**config.mk**
```make
export PLATFORM = sky130hd
export DESIGN_NAME = bps_steer
export DESIGN_NICKNAME = d
export VERILOG_FILES = /design/src/bps_pkg.sv /design/src/bps_steer.sv
export VERILOG_INCLUDE_DIRS = /design/src
export SDC_FILE = /design/constraint.sdc
export NUM_CORES = 1
export LEC_CHECK = 0
export ABC_AREA = 1
export BUFFER_PORTS_ARGS = -buffer_cell sky130_fd_sc_hd__buf_2
export CAP_MARGIN = 20
export CORE_MARGIN = 2
export CORE_UTILIZATION = 40
export CTS_CLUSTER_DIAMETER = 200
export DETAILED_ROUTE_END_ITERATION = 16
export HOLD_SLACK_MARGIN = 0.08
export PLACE_DENSITY = 0.68
export SLEW_MARGIN = 20
export SYNTH_ARGS = -nofsm -noshare
export SYNTH_HDL_FRONTEND = slang
export SYNTH_SLANG_ARGS = --single-unit
```
**constraint.sdc**
```tcl
create_clock -name mclk -period 2.81 [get_ports mclk]
set_clock_uncertainty 0.2 [all_clocks]
set_input_delay 0.281 -clock mclk [delete_from_list [all_inputs] [get_ports mclk]]
set_output_delay 0.281 -clock mclk [all_outputs]
set_load 0.02 [all_outputs]
```
**src/bps_params.svh**
```systemverilog
// Purpose: constants for the bridge pwm steering and shutdown block
// Assumes: included by bare name
// Notes: register indices are word addresses on the plain port
`ifndef BPS_PARAMS_SVH
`define BPS_PARAMS_SVH
// =====================================================================
// register map
`define BPS_ADDR_RESTART_DB 2'h0
`define BPS_ADDR_SHUT_CTL 2'h1
`define BPS_ADDR_MODE_CTL 2'h2
`define BPS_ADDR_STATUS 2'h3
`define BPS_RST_REG 8'h00
// =====================================================================
// field positions
`define BPS_RESTART_BIT 7
`define BPS_SD_STATUS_BIT 7
`define BPS_SRC_HI 6
`define BPS_SRC_LO 4
`define BPS_AC_HI 3
`define BPS_AC_LO 2
`define BPS_BD_HI 1
`define BPS_BD_LO 0
`define BPS_CFG_HI 7
`define BPS_CFG_LO 6
`define BPS_POL_AC_BIT 1
`define BPS_POL_BD_BIT 0
// =====================================================================
// timing: one instruction cycle is four oscillator periods
`define BPS_TOSC_PER_TCY 3'h4
`define BPS_DB_MAX 7'h7f
`endif

```
**src/bps_pkg.sv**
```systemverilog
// Purpose: types for the bridge pwm steering and shutdown block
// Assumes: constants live in bps_params.svh
// Notes: pin vectors are ordered {d, c, b, a}
package bps_pkg;
    // =================================================================
    // output configurations
    typedef enum logic [1:0] {
        BPS_CFG_SINGLE = 2'h0,
        BPS_CFG_FWD = 2'h1,
        BPS_CFG_HALF = 2'h2,
        BPS_CFG_REV = 2'h3
    } bps_cfg_t;
    // =================================================================
    // full-bridge phase, gray coded
    typedef enum logic [1:0] {
        BPS_PH_RUN = 2'h0,
        BPS_PH_BLANK = 2'h1
    } bps_phase_t;
    // =================================================================
    // pin group
    typedef struct packed {
        logic [3:0] lvl;
        logic [3:0] oe_n;
    } bps_pins_t;
    // =================================================================
    // whole block state
    typedef struct packed {
        logic [7:0] restart_db;
        logic [7:0] shut_ctl;
        logic [7:0] mode_ctl;
        bps_cfg_t cfg_act;
        logic [1:0] pol_act;
        logic [6:0] db_act;
        bps_phase_t phase;
        logic hold;
        logic [1:0] qdiv;
        logic [6:0] dcnt;
        logic base_d;
        logic match_d;
        logic [7:0] rdata;
        bps_pins_t pins;
    } bps_state_t;
endpackage : bps_pkg

```
**src/bps_steer.sv**
```systemverilog
// Purpose: steers one pwm waveform onto four bridge outputs, with
//          deadband, direction change and auto shutdown
// Assumes: base waveform and period timer events come from outside
// Notes: outputs are registered; shutdown reaches the pins one edge
//        after its cause
//
// Decided for this implementation: the address-and-strobe port and the register offsets.
`timescale 1ns/100ps
`include "bps_params.svh"

module bps_steer (
    // clock and reset
    input wire logic mclk,
    input wire logic rst_n,
    // register port
    input wire logic [1:0] reg_addr,
    input wire logic [7:0] reg_wdata,
    input wire logic reg_wr,
    input wire logic reg_rd,
    output logic [7:0] reg_rdata,
    // period timer and duty compare
    input wire logic pwm_base,
    input wire logic period_match,
    input wire logic period_start,
    input wire logic duty_match,
    // shutdown sources
    input wire logic comparator_1,
    input wire logic comparator_2,
    input wire logic external_interrupt_pin,
    // bridge pins
    output logic bridge_out_a,
    output logic bridge_out_b,
    output logic bridge_out_c,
    output logic bridge_out_d,
    output logic bridge_oe_a_n,
    output logic bridge_oe_b_n,
    output logic bridge_oe_c_n,
    output logic bridge_oe_d_n
);

    // =================================================================
    // state
    bps_pkg::bps_state_t s_q;
    bps_pkg::bps_state_t s_d;
    logic [2:0] src;
    logic cause;
    logic enh;
    logic full_act;
    logic sd_now;
    logic shut_now;
    logic match_rise;
    logic q_tick;
    logic base_edge;
    logic [6:0] cnt_now;
    logic db_ok;
    logic wr_shut;
    logic [3:0] act;
    bps_pkg::bps_cfg_t cfg_req;

    // =================================================================
    // next state
    always_comb begin
        s_d = s_q;
        cfg_req = bps_pkg::bps_cfg_t'(s_q.mode_ctl[`BPS_CFG_HI:`BPS_CFG_LO]);
        // oscillator/4 enable for deadband counting
        q_tick = (s_q.qdiv == 2'(`BPS_TOSC_PER_TCY - 3'h1));
        s_d.qdiv = q_tick ? 2'h0 : s_q.qdiv + 2'h1;
        // source decode
        src = s_q.shut_ctl[`BPS_SRC_HI:`BPS_SRC_LO];
        cause = (src[0] & comparator_1) | (src[1] & comparator_2)
            | (src[2] & external_interrupt_pin);
        enh = (s_q.cfg_act != bps_pkg::BPS_CFG_SINGLE);
        full_act = (s_q.cfg_act == bps_pkg::BPS_CFG_FWD)
            || (s_q.cfg_act == bps_pkg::BPS_CFG_REV);
        match_rise = period_match & ~s_q.match_d;
        s_d.match_d = period_match;
        // register writes
        wr_shut = reg_wr && (reg_addr == `BPS_ADDR_SHUT_CTL);
        if (reg_wr && (reg_addr == `BPS_ADDR_RESTART_DB)) begin
            s_d.restart_db = reg_wdata;
        end
        if (wr_shut) begin
            s_d.shut_ctl[6:0] = reg_wdata[6:0];
        end
        if (reg_wr && (reg_addr == `BPS_ADDR_MODE_CTL)) begin
            s_d.mode_ctl = reg_wdata;
        end
        // shutdown status: auto clear, then write, then set wins
        sd_now = s_q.shut_ctl[`BPS_SD_STATUS_BIT];
        if (s_q.restart_db[`BPS_RESTART_BIT] && !cause) begin
            sd_now = 1'b0;
        end
        if (wr_shut && !cause) begin
            sd_now = reg_wdata[`BPS_SD_STATUS_BIT];
        end
        if (enh && cause) begin
            sd_now = 1'b1;
        end
        s_d.shut_ctl[`BPS_SD_STATUS_BIT] = sd_now;
        // hold shutdown to the next period start
        if (period_start) begin
            s_d.hold = sd_now;
        end else if (sd_now) begin
            s_d.hold = 1'b1;
        end
        shut_now = enh && (sd_now || s_q.hold);
        // settings loaded at the period boundary
        if (period_start) begin
            s_d.cfg_act = cfg_req;
            s_d.pol_act = s_q.mode_ctl[1:0];
            s_d.db_act = s_q.restart_db[6:0];
            s_d.phase = bps_pkg::BPS_PH_RUN;
        end else if (duty_match) begin
            s_d.db_act = s_q.restart_db[6:0];
        end
        // early direction switch on the last timer tick
        if (!period_start && match_rise && full_act
            && (s_q.phase == bps_pkg::BPS_PH_RUN)
            && ((cfg_req == bps_pkg::BPS_CFG_FWD)
            || (cfg_req == bps_pkg::BPS_CFG_REV))
            && (cfg_req != s_q.cfg_act)) begin
            s_d.cfg_act = cfg_req;
            s_d.phase = bps_pkg::BPS_PH_BLANK;
        end
        // deadband counter restarts on each base edge
        base_edge = (pwm_base != s_q.base_d);
        s_d.base_d = pwm_base;
        cnt_now = base_edge ? 7'h00 : s_q.dcnt;
        s_d.dcnt = cnt_now;
        if (q_tick && (cnt_now != `BPS_DB_MAX)) begin
            s_d.dcnt = cnt_now + 7'h01;
        end
        db_ok = (cnt_now >= s_q.db_act);
        // steering, vector {d, c, b, a}
        act = 4'h0;
        case (s_q.cfg_act)
            bps_pkg::BPS_CFG_SINGLE: begin
                act[0] = pwm_base;
            end
            bps_pkg::BPS_CFG_HALF: begin
                act[0] = pwm_base & db_ok;
                act[1] = ~pwm_base & db_ok;
            end
            bps_pkg::BPS_CFG_FWD: begin
                act[0] = 1'b1;
                act[3] = pwm_base & (s_q.phase == bps_pkg::BPS_PH_RUN);
            end
            bps_pkg::BPS_CFG_REV: begin
                act[2] = 1'b1;
                act[1] = pwm_base & (s_q.phase == bps_pkg::BPS_PH_RUN);
            end
            default: begin
                act = 4'h0;
            end
        endcase
        // polarity per pair
        s_d.pins.lvl = act ^ {s_q.pol_act[`BPS_POL_BD_BIT],
            s_q.pol_act[`BPS_POL_AC_BIT], s_q.pol_act[`BPS_POL_BD_BIT],
            s_q.pol_act[`BPS_POL_AC_BIT]};
        s_d.pins.oe_n = 4'h0;
        // shutdown states per pair
        if (shut_now) begin
            s_d.pins.lvl[0] = (s_q.shut_ctl[`BPS_AC_HI:`BPS_AC_LO] == 2'h1);
            s_d.pins.lvl[2] = (s_q.shut_ctl[`BPS_AC_HI:`BPS_AC_LO] == 2'h1);
            s_d.pins.lvl[1] = (s_q.shut_ctl[`BPS_BD_HI:`BPS_BD_LO] == 2'h1);
            s_d.pins.lvl[3] = (s_q.shut_ctl[`BPS_BD_HI:`BPS_BD_LO] == 2'h1);
            s_d.pins.oe_n[0] = s_q.shut_ctl[`BPS_AC_HI];
            s_d.pins.oe_n[2] = s_q.shut_ctl[`BPS_AC_HI];
            s_d.pins.oe_n[1] = s_q.shut_ctl[`BPS_BD_HI];
            s_d.pins.oe_n[3] = s_q.shut_ctl[`BPS_BD_HI];
        end
        // read data stands for one cycle
        s_d.rdata = 8'h00;
        if (reg_rd) begin
            case (reg_addr)
                `BPS_ADDR_RESTART_DB: s_d.rdata = s_q.restart_db;
                `BPS_ADDR_SHUT_CTL: s_d.rdata = s_q.shut_ctl;
                `BPS_ADDR_MODE_CTL: s_d.rdata = s_q.mode_ctl;
                `BPS_ADDR_STATUS: s_d.rdata = {3'h0, s_q.cfg_act,
                    s_q.phase == bps_pkg::BPS_PH_BLANK, s_q.hold, cause};
                default: s_d.rdata = 8'h00;
            endcase
        end
    end

    // =================================================================
    // state register
    always_ff @(posedge mclk) begin
        if (!rst_n) begin
            s_q.restart_db <= `BPS_RST_REG;
            s_q.shut_ctl <= `BPS_RST_REG;
            s_q.mode_ctl <= `BPS_RST_REG;
            s_q.cfg_act <= bps_pkg::BPS_CFG_SINGLE;
            s_q.pol_act <= 2'h0;
            s_q.db_act <= 7'h00;
            s_q.phase <= bps_pkg::BPS_PH_RUN;
            s_q.hold <= 1'b0;
            s_q.qdiv <= 2'h0;
            s_q.dcnt <= 7'h00;
            s_q.base_d <= 1'b0;
            s_q.match_d <= 1'b0;
            s_q.rdata <= 8'h00;
            s_q.pins.lvl <= 4'h0;
            s_q.pins.oe_n <= 4'hf;
        end else begin
            s_q <= s_d;
        end
    end

    // =================================================================
    // outputs
    assign reg_rdata = s_q.rdata;
    assign bridge_out_a = s_q.pins.lvl[0];
    assign bridge_out_b = s_q.pins.lvl[1];
    assign bridge_out_c = s_q.pins.lvl[2];
    assign bridge_out_d = s_q.pins.lvl[3];
    assign bridge_oe_a_n = s_q.pins.oe_n[0];
    assign bridge_oe_b_n = s_q.pins.oe_n[1];
    assign bridge_oe_c_n = s_q.pins.oe_n[2];
    assign bridge_oe_d_n = s_q.pins.oe_n[3];
endmodule : bps_steer

```
After elaboration in Yosys (flattened, before gate mapping)
Cells that the tools add are included.

storage, ports and cells
  flip-flop bits (word level) = 64
  bits in latches = 0
  bits in writable memories = 0
  bits in read-only memories = 0
  input port bits = 21
  output and inout bits = 16
  logic and storage cells = 92
  memories kept = 0

cells by class
  add/sub/neg operators = 2
  multiply operators = 0
  divide/modulo/power cells = 0
  magnitude comparators = 1
  equality and inequality tests = 14
  shift operators = 0
  multiplexer cells = 19
  bitwise gates (word level) = 13
  reductions and logical operators = 27

operators by type and width
  kind                 number
  $pmux 8 s4           1
  $mux 7               4
  $logic_and 1x1->1    13
  $eq 2x2->1 const B   6
  $eq 2x1->1 const B   5
  $mux 1               9
  $mux 8               1
  $reduce_bool 2->1    4
  $add 7x1->7 const B  1
  $and 1x1->1          7
  $ge 7x7->1           1
  $ne 7x7->1 const B   1
  $logic_not 2->1      3
  $mux 4               1
  $xor 4x4->4          1
  $logic_or 1x1->1     3
  $not 1->1            3
  $pmux 1 s3           1
  $add 2x1->2 const B  1
  $logic_not 1->1      2
  $mux 2               1
  $ne 2x2->1           1
  $or 1x1->1           2
  $pmux 1 s2           1
  other kinds (3)      3

Depth between registers and ports, before layout
Gate-level depths: netlist of the first run.

  depth after elaboration = 11
  depth in mapped cells = 18
  gate-level depth less buffers = 17

Worst setup path before layout of the first run
No wires, ideal clock.

  path type = register to register
  start point = reg s_q[17] (netlist bit)
  end point = reg s_q, in the netlist bridge_out_b
  library setup time = 0.072 ns
  arrival = 1.695 ns
  data required time = 2.538 ns
  path slack = 0.843 ns
  cell stages (with the launch flop) = 17
  period minus slack after synthesis = 1.967 ns
  path through = dfxtp_1 > inv_1 > nand2_2 > nand2_2 > buf_6 > inv_1 > nor2_1 > ha_1 > inv_1 > o21bai_1 > a21oi_2 > nand3_1 > nand2_1 > nand2_1 > nand2_1 > nand3_1 > a21oi_1

between the ends
  word-level cells in the longest chain between the ends = 7

RTL lines
  what         RTL line          text
  from (decl)  bps_steer.sv:43   bps_pkg::bps_state_t s_q;
  $ne 1x1->1   bps_steer.sv:126  base_edge = (pwm_base != s_q.base_d);
  $mux 7       bps_steer.sv:128  cnt_now = base_edge ? 7'h00 : s_q.dcnt;
  $ge 7x7->1   bps_steer.sv:133  db_ok = (cnt_now >= s_q.db_act);
  $and 1x1->1  bps_steer.sv:142  act[1] = ~pwm_base & db_ok;
  $pmux 1 s2   bps_steer.sv:136  case (s_q.cfg_act)
  $xor 4x4->4  bps_steer.sv:157  s_d.pins.lvl = act ^ {s_q.pol_act[`BPS_POL_BD_BIT],
  $mux 8       bps_steer.sv:162  if (shut_now) begin

Every way passes these cells.
A chain may end at the register's enable or synchronous reset.

Worst setup path after layout of the first run
  start point = in pwm_base
  end point = reg s_q, in the netlist bridge_out_b

between the ends
  word-level cells in the longest chain between the ends = 7
  elaborated cells between the ends (all ways) = 9
  classes of those cells = 1 x order compare; 1 x eq/ne; 3 x mux; 4 x bitwise

RTL lines
  what           RTL line          text
  from (decl)    bps_steer.sv:22   input wire logic pwm_base,
  $ne 1x1->1     bps_steer.sv:126
  $mux 7         bps_steer.sv:128
  $ge 7x7->1     bps_steer.sv:133
  $and 1x1->1    bps_steer.sv:142
  $pmux 1 s2 *   bps_steer.sv:136
  $xor 4x4->4 *  bps_steer.sv:157
  $mux 8 *       bps_steer.sv:162

Mark *: on every way between the ends. The rest lies on a longest branch, timed or not.

==> results of run 1 <==
kinds of logic after synthesis:
kind of cell / count (synthesis) / synth area share, %
adders and majority gates: 4 / 1.75
xor gates and xnor gates: 2 / 0.612
AOI/OAI and AO/OA: 98 / 18.3
and+or+nand+nor: 142 / 22.9
buffers and inverters: 83 / 13.1
DFF: 62 / 43.4
placed cells by master (no fill, tap or decap), types with 4 or more instances in the layout:
| cell | n |
|---|---|
| a21oi_1 | 45 |
| inv_2 | 6 |
| inv_1 | 55 |
| ha_1 | 4 |
| nand2_2 | 4 |
| clkbuf_8 | 10 |
| dfxtp_1 | 62 |
| nand2_1 | 63 |
| nand3_1 | 27 |
| buf_2 | 36 |
| nor2_1 | 31 |
| o21ai_0 | 37 |
| dlygate4sd3_1 | 10 |
per-layer routing:
layer  up-vias  track usage (%)
li1       1337                -
met1      1141             24.4
met2        91             28.6
met3         5             5.69
met4         0             3.31
met5         -                0
through the flow:
| stage | util, % | power (mW) | hold WS, ps | cells | setup WS [ps] |
|---|---|---|---|---|---|
| final | 48.6 | 1.91 | 108 | 530 | 341 |
| after global routing | 48.6 | 2.00 | 103 | 530 | 55.0 |
| after floorplan | - | 1.11 | 174 | 391 | 843 |
| after CTS | 48.5 | 1.92 | 80.4 | 530 | 302 |
| after detailed placement | 44.3 | 1.17 | 222 | 505 | 508 |
| after global placement | 44.3 | 1.16 | 213 | 505 | 596 |
what timing repair did:
action | 4_1_cts | 5_1_grt
hold endpoints to repair | 24 | 0
gates resized for setup | 0 | 1
endpoints found under the setup margin | 0 | 2
hold buffers | 10 | 0
report_power, final:
part           total [mW]  switching [mW]  internal, mW  leakage, nW
sequential          0.941          0.0214         0.920        0.507
combinational       0.221           0.141        0.0798        0.924
clock               0.745           0.320         0.426       0.0952
worst max-delay path: cells and delay by family:
kind            cells  cell delay (ps)
buf+inv             5              940
compound gates      3              370
fa+ha+maj           1              270
simple gates        8              680
flip-flops by register name, summed over array words and instances (netlist names):
| register | count |
|---|---|
| s_q | 46 |
| cfg_req | 2 |
| bridge_oe_b_n | 1 |
| bridge_out_a | 1 |
| bridge_out_d | 1 |
| reg_rdata | 8 |
| bridge_out_c | 1 |
| bridge_oe_c_n | 1 |
| bridge_out_b | 1 |
cell usage after synthesis, types with 3 or more instances:
master | number | share of area [%]
a21oi_1 | 45 | 7.9
buf_4 | 10 | 2.6
clkbuf_1 | 7 | 0.92
dfxtp_1 | 62 | 43
ha_1 | 4 | 1.7
inv_1 | 55 | 7.2
inv_2 | 6 | 0.79
nand2_1 | 63 | 8.3
nand2_2 | 5 | 1.1
nand3_1 | 27 | 4.7
nor2_1 | 31 | 4.1
nor3_1 | 3 | 0.52
o21ai_0 | 37 | 6.5
o21ai_1 | 3 | 0.52
o22ai_1 | 3 | 0.66
final cells by class:
type / count / area (um2)
tap: 96 / 120
sequential: 62 / 1240
timing repair buffer: 49 / 303
clock buffer: 11 / 141
inverter: 62 / 233
multi-input combinational: 246 / 1250
fill: 693 / 3530
clock inverter: 4 / 47.5
worst max-delay path by stage:
stage	from	to
global route	pwm_base	bridge_out_a
CTS	pwm_base	bridge_out_b
detailed placement	pwm_base	bridge_out_b
global placement	pwm_base	bridge_out_b
finish	pwm_base	bridge_out_b
floorplan	s_q[17]	bridge_out_b
==> results.ini, run 1 <==
[cts]
cts_made_buffers = 9
postCtsSetupRepairBufs = 0
cts_tree = built
clkSlewWorstSetupHoldPaths_ps = 70
insertion_delay_ps = 330
htreeDepth = 3
cts_max_path_buffers = 2
cts_root_buffer = clkbuf_8
cts.sinks = 62

[placed_design]
postPlaceCellArea_um2 = 3040
hpwlAfterDp_mm = 4.85
place.gp.congestion = 0.943
portBuffers = 36

[setup_path]
reg2reg_depth = 15
worst_path_max_delay_cell = dlygate4sd3_1
slowest_delay_ps = 530
r2r_slack_ps = 660
rr_startpoint = s_q[17]
worstSetupStartpointType = input port
crit_top_cell = nand2_1
rr_endpoint = bridge_out_b
endpoint_kind = register
cp_max_fo = 11
crit_chain = dlygate4sd3_1 > buf_2 > inv_2 > nand2_2 > nand2_4 > inv_1 > nor2_1 > ha_1 > inv_1 > o21bai_1 > a21oi_2 > nand3_1 > nand2_1 > nand2_1 > nand2_1 > nand3_1 > a21oi_1
worstPathArrival_ps = 2530
critPathKind = input port to register
required_ps = 2870

[floorplanning]
initial_utilization_pct = 41.7
die_h_um = 88.6
fp.coreArea_um2 = 6870
rows = 30
die_area_um2 = 7850
pin_count = 37
die_x_um = 88.6

[flow_run]
maxCapViolCount = 0

[route]
vias = 2574
wl_met3_um = 430
routed.top_layer = met4
postRouteAntennaNets = 0
drt-met1-wl_mm = 3.10
wl_met2_mm = 2.99
detail_route.first_pass.iterations = 5
wl_mm = 6.57
routedWlPerCell_um = 12.4
via_per_inst = 4.86
drtIter0Drc = 167
drcViolationCount = 0

[sta]
fin_crit_ps = 2470
finalSetupViolCount = 0
fin_crit_sh_pct = 87.9
slew_violations = 0
fin_setup_tns_ps = 0
rsz0062_at_grt = no
max_freq_mhz = 405
max_slew_margin_pct = 45.2
tightestPinTransition_ps = 819
hold_viol_final = 0

[final_layout]
finalInstanceArea_um2 = 3340
layout.nets = 455
drive_gt1_share_pct = 17.3
syn_to_final_growth_pct = 16.6
diodes = 0

[synth]
syn_avg_cell_area_um2 = 7.32
yosysWarnings = 0
synth_edf_count = 0
async_flop_share_pct = 0
synthFlopType = dfxtp_1
netlist_area_um2 = 2860
yosys.cell_types.count = 37
netlist_instances = 391
ys_seq_area_share_pct = 43.4
synth_seq_cells = 62
synth_nets = 416

[global_routing]
grt_pass1_vias = 2341
antenna_found_initial = 0
grt_pass1_wl_mm = 10.9
grt_usage_pct = 18.0
grt_max_degree = 21
grt-ovfl-total = 0

[power]
ir_drop_v = 0.000323
power.density_nw_per_um2 = 572
p_leak_nw = 1.53

[outcome]
status = completed

[hold_path]
hold_end = s_q[64]
holdPathStages = 3
min_from = reg_wdata[7]
hold_path.class = input port to register

Power figures use the tool's default switching activity.
==> run 2: changes to the inputs <==
--- a/config.mk
+++ b/config.mk
@@ -6,7 +6,7 @@
 export SDC_FILE = /design/constraint.sdc
 export NUM_CORES = 1
 export LEC_CHECK = 0
-export ABC_AREA = 1
+export ABC_AREA = 0
 export BUFFER_PORTS_ARGS = -buffer_cell sky130_fd_sc_hd__buf_2
 export CAP_MARGIN = 20
 export CORE_MARGIN = 2
==> run 2 against run 1 <==
Net effect:
- clock power up 18%
- fmax down 4.3%
- total power grew 4.0%
- sequential share of layout area down 1.2 points
==> results.ini, run 2 <==
[setup_path]
worstSetupStartpointType = register
slowest_delay_ps = 320  ; -210 ps
critPathKind = register to register
cp_max_fo = 7  ; -4
worst_path_max_delay_cell = dfxtp_1
crit_chain = xnor2_2 > and2_1 > inv_1 > ha_1 > a21bo_2 > a311oi_1 > o21ai_1 > a31o_2 > a211oi_1
cp_num_buf_inv = 1  ; -4
endpoint_kind = register
required_ps = 2870  ; about the same
critPathTopFamily = compound AO/OA/AOI/OAI gates
worstPathArrival_ps = 2640  ; +110 ps

[synth]
netlist_area_um2 = 2910  ; +1.8%
synth_top_cell_area_share_pct = 42.6  ; -0.78 points
yosysWarnings = 0  ; unchanged
async_flop_share_pct = 0  ; unchanged
synth_common_cells = dfxtp_1, nor2b_1, nand2_1
synth_top_cell_by_area = dfxtp_1
yosys.cell_types.count = 45  ; +22%
yosys-top-cells-area = dfxtp_1, mux2i_1, nor2b_1
netlist_instances = 312  ; -20%
synth_seq_cells = 62  ; unchanged
synth_nets = 337  ; -19%
synthFlopType = dfxtp_1
syn_avg_cell_area_um2 = 9.34  ; +28%
ys_seq_area_share_pct = 42.6  ; -0.78 points
yosysMostFrequentCell = dfxtp_1
synth_edf_count = 0  ; unchanged

[floorplanning]
die_h_um = 89.4  ; +0.87%
die_area_um2 = 7980  ; +1.7%
fp.coreArea_um2 = 7140  ; +3.9%
initial_utilization_pct = 40.8  ; -0.83 points
rows = 31  ; +3.3%
die_x_um = 89.4  ; +0.87%
pin_count = 37  ; unchanged

[cts]
cts.sinks = 62  ; unchanged
clkSlewWorstSetupHoldPaths_ps = 60  ; about the same
insertion_delay_ps = 350  ; +20 ps
cts_made_buffers = 9  ; unchanged
htreeDepth = 3  ; unchanged
cts_resized = 0  ; unchanged
cts_tree = built
cts_root_buffer = clkbuf_8
cts_max_path_buffers = 2  ; unchanged

[placed_design]
hpwlAfterDp_mm = 4.35  ; -10%
placed_cells = 427  ; -15%
portBuffers = 36  ; unchanged
place.gp.congestion = 0.780  ; -17%

[final_layout]
regMostFlops = s_q
final_common_cell = dfxtp_1
layout.nets = 374  ; -18%
n_fill_cell = 727  ; +4.9%
diodes = 0  ; unchanged
most-common-layout-cells = dfxtp_1, nor2b_1, buf_2
largest_reg_flops = 46  ; unchanged
syn_to_final_growth_pct = 18.3
final_cells = 452  ; -15%
drive_gt1_share_pct = 18.4  ; +1.1 points

[power]
p_clk_share_pct = 44.4  ; +5.3 points
swShare_pct = 22.7  ; -2.6 points
power.density_nw_per_um2 = 575  ; +0.60%
ir_drop_v = 0.000221  ; -32%
p_seq_share_pct = 46.7  ; -2.6 points
power_frac_comb_pct = 8.8  ; -2.8 points
p_int_mw = 1.53  ; +7.5%
p_leak_nw = 1.34  ; -12%
p_switching_uw = 450  ; -6.6%

[sta]
finalSetupViolCount = 0  ; unchanged
slew_violations = 0  ; unchanged
tightestPinTransition_ps = 610  ; -209 ps
fin_setup_tns_ps = 0  ; unchanged
max_slew_margin_pct = 59.2  ; +14 points
max_freq_mhz = 388  ; -4.3%
hold_viol_final = 0  ; unchanged
fin_crit_sh_pct = 91.8  ; +3.9 points
rsz0062_at_grt = no
fin_crit_ps = 2580  ; +110 ps

[route]
detail_route.first_pass.iterations = 5  ; unchanged
routedWlPerCell_um = 13.4  ; +8.5%
via_per_inst = 4.97  ; +2.4%
drcViolationCount = 0  ; unchanged
postRouteAntennaNets = 0  ; unchanged
wl_mm = 6.07  ; -7.5%
drtIter0Drc = 109  ; -35%
vias = 2248  ; -13%

[global_routing]
grt_usage_pct = 16.3  ; -1.7 points
grt_max_degree = 51  ; +140%
grt_pass1_vias = 2051  ; -12%
grt_pass1_wl_mm = 9.72  ; -11%
antenna_found_initial = 0  ; unchanged
grt-ovfl-total = 0  ; unchanged

[hold_path]
hold_path.class = input port to register

[flow_run]
maxCapViolCount = 0  ; unchanged

[outcome]
status = completed

-- run 2: cell types whose count changed in the layout (fill, tap and decap cells not counted), sizes merged, moves of 12 or more --
cell	change
nor2	-21
nand2	-39
nand3	-26
inv	-53
mux2i	+23
a21oi	-34
nor2b	+36
o21ai	-21
a21boi	+12
-- run 2: area by class of cell --
cell class              instances  area [um2]  share of cell area (%)
multi-input cells             215        1500                    43.5
flip-flops and latches         62        1240                    36.0
repair buffers                 52         325                    9.43
clock buffers                  12         155                    4.50
well taps                      99         124                    3.59
clock inverters                 3        67.6                    1.96
inverters                       9        33.8                   0.980
-- run 2: kinds of logic (layout without fill, tap and decap cells) --
family / Yosys count / count (layout) / share of synthesized area (%)
XOR/XNOR: 7 / 7 / 2.36
adder cells (fa/ha/maj): 4 / 4 / 1.72
multiplexers: 27 / 27 / 11.1
AO/OA/AOI/OAI: 66 / 66 / 15.7
flip-flops: 62 / 62 / 42.6
buffers and inverters: 35 / 76 / 5.88
AND/OR/NAND/NOR: 111 / 111 / 20.6
-- run 2: layer usage --
layer	track usage (%)	vias to the layer above	share of wire (%)
li1	-	1152	-
met1	23.0	1033	51
met2	23.0	49	42
met3	3.23	14	4.2
met4	9.09	0	2.6
met5	0	-	0
-- run 2: worst register-to-register path, cell delays in order (launching register included) --
cell	delay [ps]
dfxtp_1	320
xnor2_2	300
and2_1	240
inv_1	80
ha_1	280
a21bo_2	210
a311oi_1	260
o21ai_1	160
a31o_2	280
a211oi_1	180
-- run 2: worst paths after layout --
kind | start | endpoint | slack [ps] | depth (start not counted)
max | s_q[17] | bridge_out_b | 230 | 9
min | duty_match | s_q[32] | 120 | 3
max reg2reg | s_q[17] | bridge_out_b | 230 | 9
min reg2reg | s_q[25] | s_q[25] | 230 | 1
-- run 2: power groups by stage --
stage | logic (mW) | clock network [mW] | registers (mW)
finish | 0.175 | 0.881 | 0.926
global route | 0.196 | 0.929 | 0.929
CTS | 0.176 | 0.897 | 0.926
detailed placement | 0.165 | 0 | 0.946
global placement | 0.162 | 0 | 0.945
floorplan | 0.114 | 0 | 0.944
-- run 2: repair_timing --
| action | 4_1_cts | 5_1_grt |
|---|---|---|
| hold buffers | 10 | 0 |
| setup buffers | 0 | 0 |
| endpoints found under the hold margin | 24 | 0 |
-- run 2: through the flow --
step	total power, mW	util (%)	hold WS, ps	setup slack (ps)	instance area (um2)
finish	1.98	48.3	122	231	3450
global route	2.05	48.3	168	26.1	3450
CTS	2.00	48.3	116	213	3450
detailed placement	1.11	43.8	232	131	3130
global placement	1.11	43.8	211	219	3130
floorplan	1.06	-	203	442	2910
==> run 3: changes to the inputs <==
--- a/config.mk
+++ b/config.mk
@@ -10,11 +10,11 @@
 export BUFFER_PORTS_ARGS = -buffer_cell sky130_fd_sc_hd__buf_2
 export CAP_MARGIN = 20
 export CORE_MARGIN = 2
-export CORE_UTILIZATION = 40
+export CORE_UTILIZATION = 45
 export CTS_CLUSTER_DIAMETER = 200
 export DETAILED_ROUTE_END_ITERATION = 16
 export HOLD_SLACK_MARGIN = 0.08
-export PLACE_DENSITY = 0.68
+export PLACE_DENSITY = 0.74
 export SLEW_MARGIN = 20
 export SYNTH_ARGS = -nofsm -noshare
 export SYNTH_HDL_FRONTEND = slang
==> run 3 against run 2 <==
Net effect:
- sequential cell count stayed put
- cell area is 1.7% lower
- critical path depth stayed put
- fmax is 0.54% lower
- count of clock-buffer cells in the layout is 1 lower
- die area is 11% lower
- sequential share of layout area is 0.61 points higher
- largest cell class unchanged
- largest power group unchanged
==> results.ini, run 3 (synthesis results as in run 2) <==
[outcome]
status = completed

[flow_run]
maxCapViolCount = 0  ; unchanged

[cts]
cts_made_buffers = 9  ; unchanged
cts_root_buffer = clkbuf_8
cts.sinks = 62  ; unchanged
htreeDepth = 3  ; unchanged
clkSlewWorstSetupHoldPaths_ps = 60  ; about the same
cts_tree = built
insertion_delay_ps = 350  ; about the same
cts_max_path_buffers = 2  ; unchanged
postCtsSetupRepairBufs = 0  ; unchanged

[global_routing]
grt_pass1_wl_mm = 9.85  ; +1.3%
grt_pass1_vias = 2063  ; +0.59%
grt-ovfl-total = 0  ; unchanged
grt_usage_pct = 17.7  ; +1.4 points
antenna_found_initial = 0  ; unchanged
grt_max_degree = 29  ; -43%

[placed_design]
portBuffers = 36  ; unchanged
postPlaceCellArea_um2 = 3110  ; -0.64%
place.gp.congestion = 0.806  ; +3.4%
hpwlAfterDp_mm = 4.39  ; +0.97%

[final_layout]
diodes = 0  ; unchanged
final_common_cell = dfxtp_1
n_fill_cell = 582  ; -20%
largest_reg_flops = 46  ; unchanged
drive_gt1_share_pct = 18.9  ; +0.46 points
layout.nets = 375  ; +0.27%
finalInstanceArea_um2 = 3390  ; -1.7%
most-common-layout-cells = dfxtp_1, nor2b_1, buf_2
syn_to_final_growth_pct = 16.4
regMostFlops = s_q

[floorplanning]
fp.coreArea_um2 = 6310  ; -12%
die_x_um = 84.5  ; -5.5%
die_area_um2 = 7140  ; -11%
pin_count = 37  ; unchanged
initial_utilization_pct = 46.2  ; +5.3 points
die_h_um = 84.5  ; -5.5%
rows = 29  ; -6.5%

[setup_path]
critPathKind = register to register
required_ps = 2860  ; about the same
reg2reg_depth = 9  ; unchanged
rr_endpoint = bridge_out_b
crit_start = s_q[17]
crit_end = bridge_out_b
endpoint_kind = register
worstPathArrival_ps = 2650  ; about the same
cp_max_fo = 7  ; unchanged
r2r_slack_ps = 220  ; about the same
rr_startpoint = s_q[17]
worstSetupStartpointType = register

[route]
vias = 2245  ; -0.13%
detail_route.first_pass.iterations = 4  ; -1
routedWlPerCell_um = 14.3  ; +6.5%
postRouteAntennaNets = 0  ; unchanged
drtIter0Drc = 82  ; -25%
via_per_inst = 5.20  ; +4.5%
wl_mm = 6.18  ; +1.7%
drcViolationCount = 0  ; unchanged

[power]
total_power_mw = 1.84  ; -7.0%
power.density_nw_per_um2 = 544  ; -5.4%
p_leak_nw = 1.34  ; -0.37%
ir_drop_v = 0.000316  ; +43%

[sta]
rsz0062_at_grt = no
max_freq_mhz = 386  ; -0.54%
slew_violations = 0  ; unchanged
max_slew_margin_pct = 59.4  ; +0.21 points
tightestPinTransition_ps = 607  ; -3.13 ps
fin_crit_sh_pct = 92.3  ; +0.50 points
hold_viol_final = 0  ; unchanged
fin_setup_tns_ps = 0  ; unchanged
finalSetupViolCount = 0  ; unchanged
fin_crit_ps = 2590  ; +14.0 ps

[hold_path]
hold_path.class = input port to register

-- run 3: changes by cell type in the layout (fill, tap and decap cells not counted) --
cell,before,now
o21ai_2,1,2
clkbuf_8,11,9
o21ai_1,1,0
bufinv_16,2,1
clkinvlp_4,1,0
clkbuf_1,1,2
clkinv_2,0,4
buf_4,6,7
-- run 3: per-stage QoR --
step / cells / hold WS (ps) / worst slack [ps] / utilization (%)
after global routing: 432 / 145 / 31.7 / 53.7
final: 432 / 129 / 217 / 53.7
after floorplan: 312 / 203 / 442 / -
after CTS: 432 / 125 / 206 / 53.6
after detailed placement: 406 / 219 / 130 / 49.2
after global placement: 406 / 211 / 213 / 49.2
-- run 3: worst max-delay path: stages (launching register included) --
cell and delay [ps]:
dfxtp_1 320, xnor2_2 290, and2_1 230, inv_1 70, ha_1 280, a21bo_2 210
a311oi_1 310, o21ai_2 120, a31o_2 250, a211oi_1 200
-- run 3: what timing repair did --
action,in CTS,in global routing
hold buffers,10,0
endpoints found under the setup margin,0,1
endpoints found under the hold margin,23,0
resized for setup,0,1
-- run 3: report_power, final --
| group | internal [mW] | switching (mW) |
|---|---|---|
| Sequential | 0.907 | 0.0202 |
| Combinational | 0.0830 | 0.0935 |
| Clock | 0.404 | 0.336 |
-- run 3: worst min path at each step --
stage / from / endpoint / slack (ps) / cells after the start
3_3_place_gp: s_q[25] / s_q[25] / 210 / 1
4_1_cts: duty_match / s_q[32] / 120 / 3
2_1_floorplan: period_match / s_q[16] / 200 / 1
5_1_grt: duty_match / s_q[31] / 150 / 3
6_report: duty_match / s_q[32] / 130 / 3
3_5_place_dp: s_q[25] / s_q[25] / 220 / 1
-- run 3: cell type report --
type	count	area, um2	area share [%]
clock buffers	11	131	3.87
clock inverters	5	50.0	1.48
inverters	9	33.8	0.996
multi-input cells	215	1510	44.4
flip-flops and latches	62	1240	36.6
well taps	77	96.3	2.84
repair buffers	53	333	9.82
-- run 3: metal layers --
| layer | up-vias | GRT usage [%] | share of wire (%) |
|---|---|---|---|
| met4 | 0 | 6.20 | 2.1 |
| met2 | 45 | 27.3 | 46 |
| met5 | - | 0 | 0 |
| li1 | 1151 | - | - |
| met3 | 10 | 6.10 | 4.5 |
| met1 | 1039 | 23.4 | 48 |
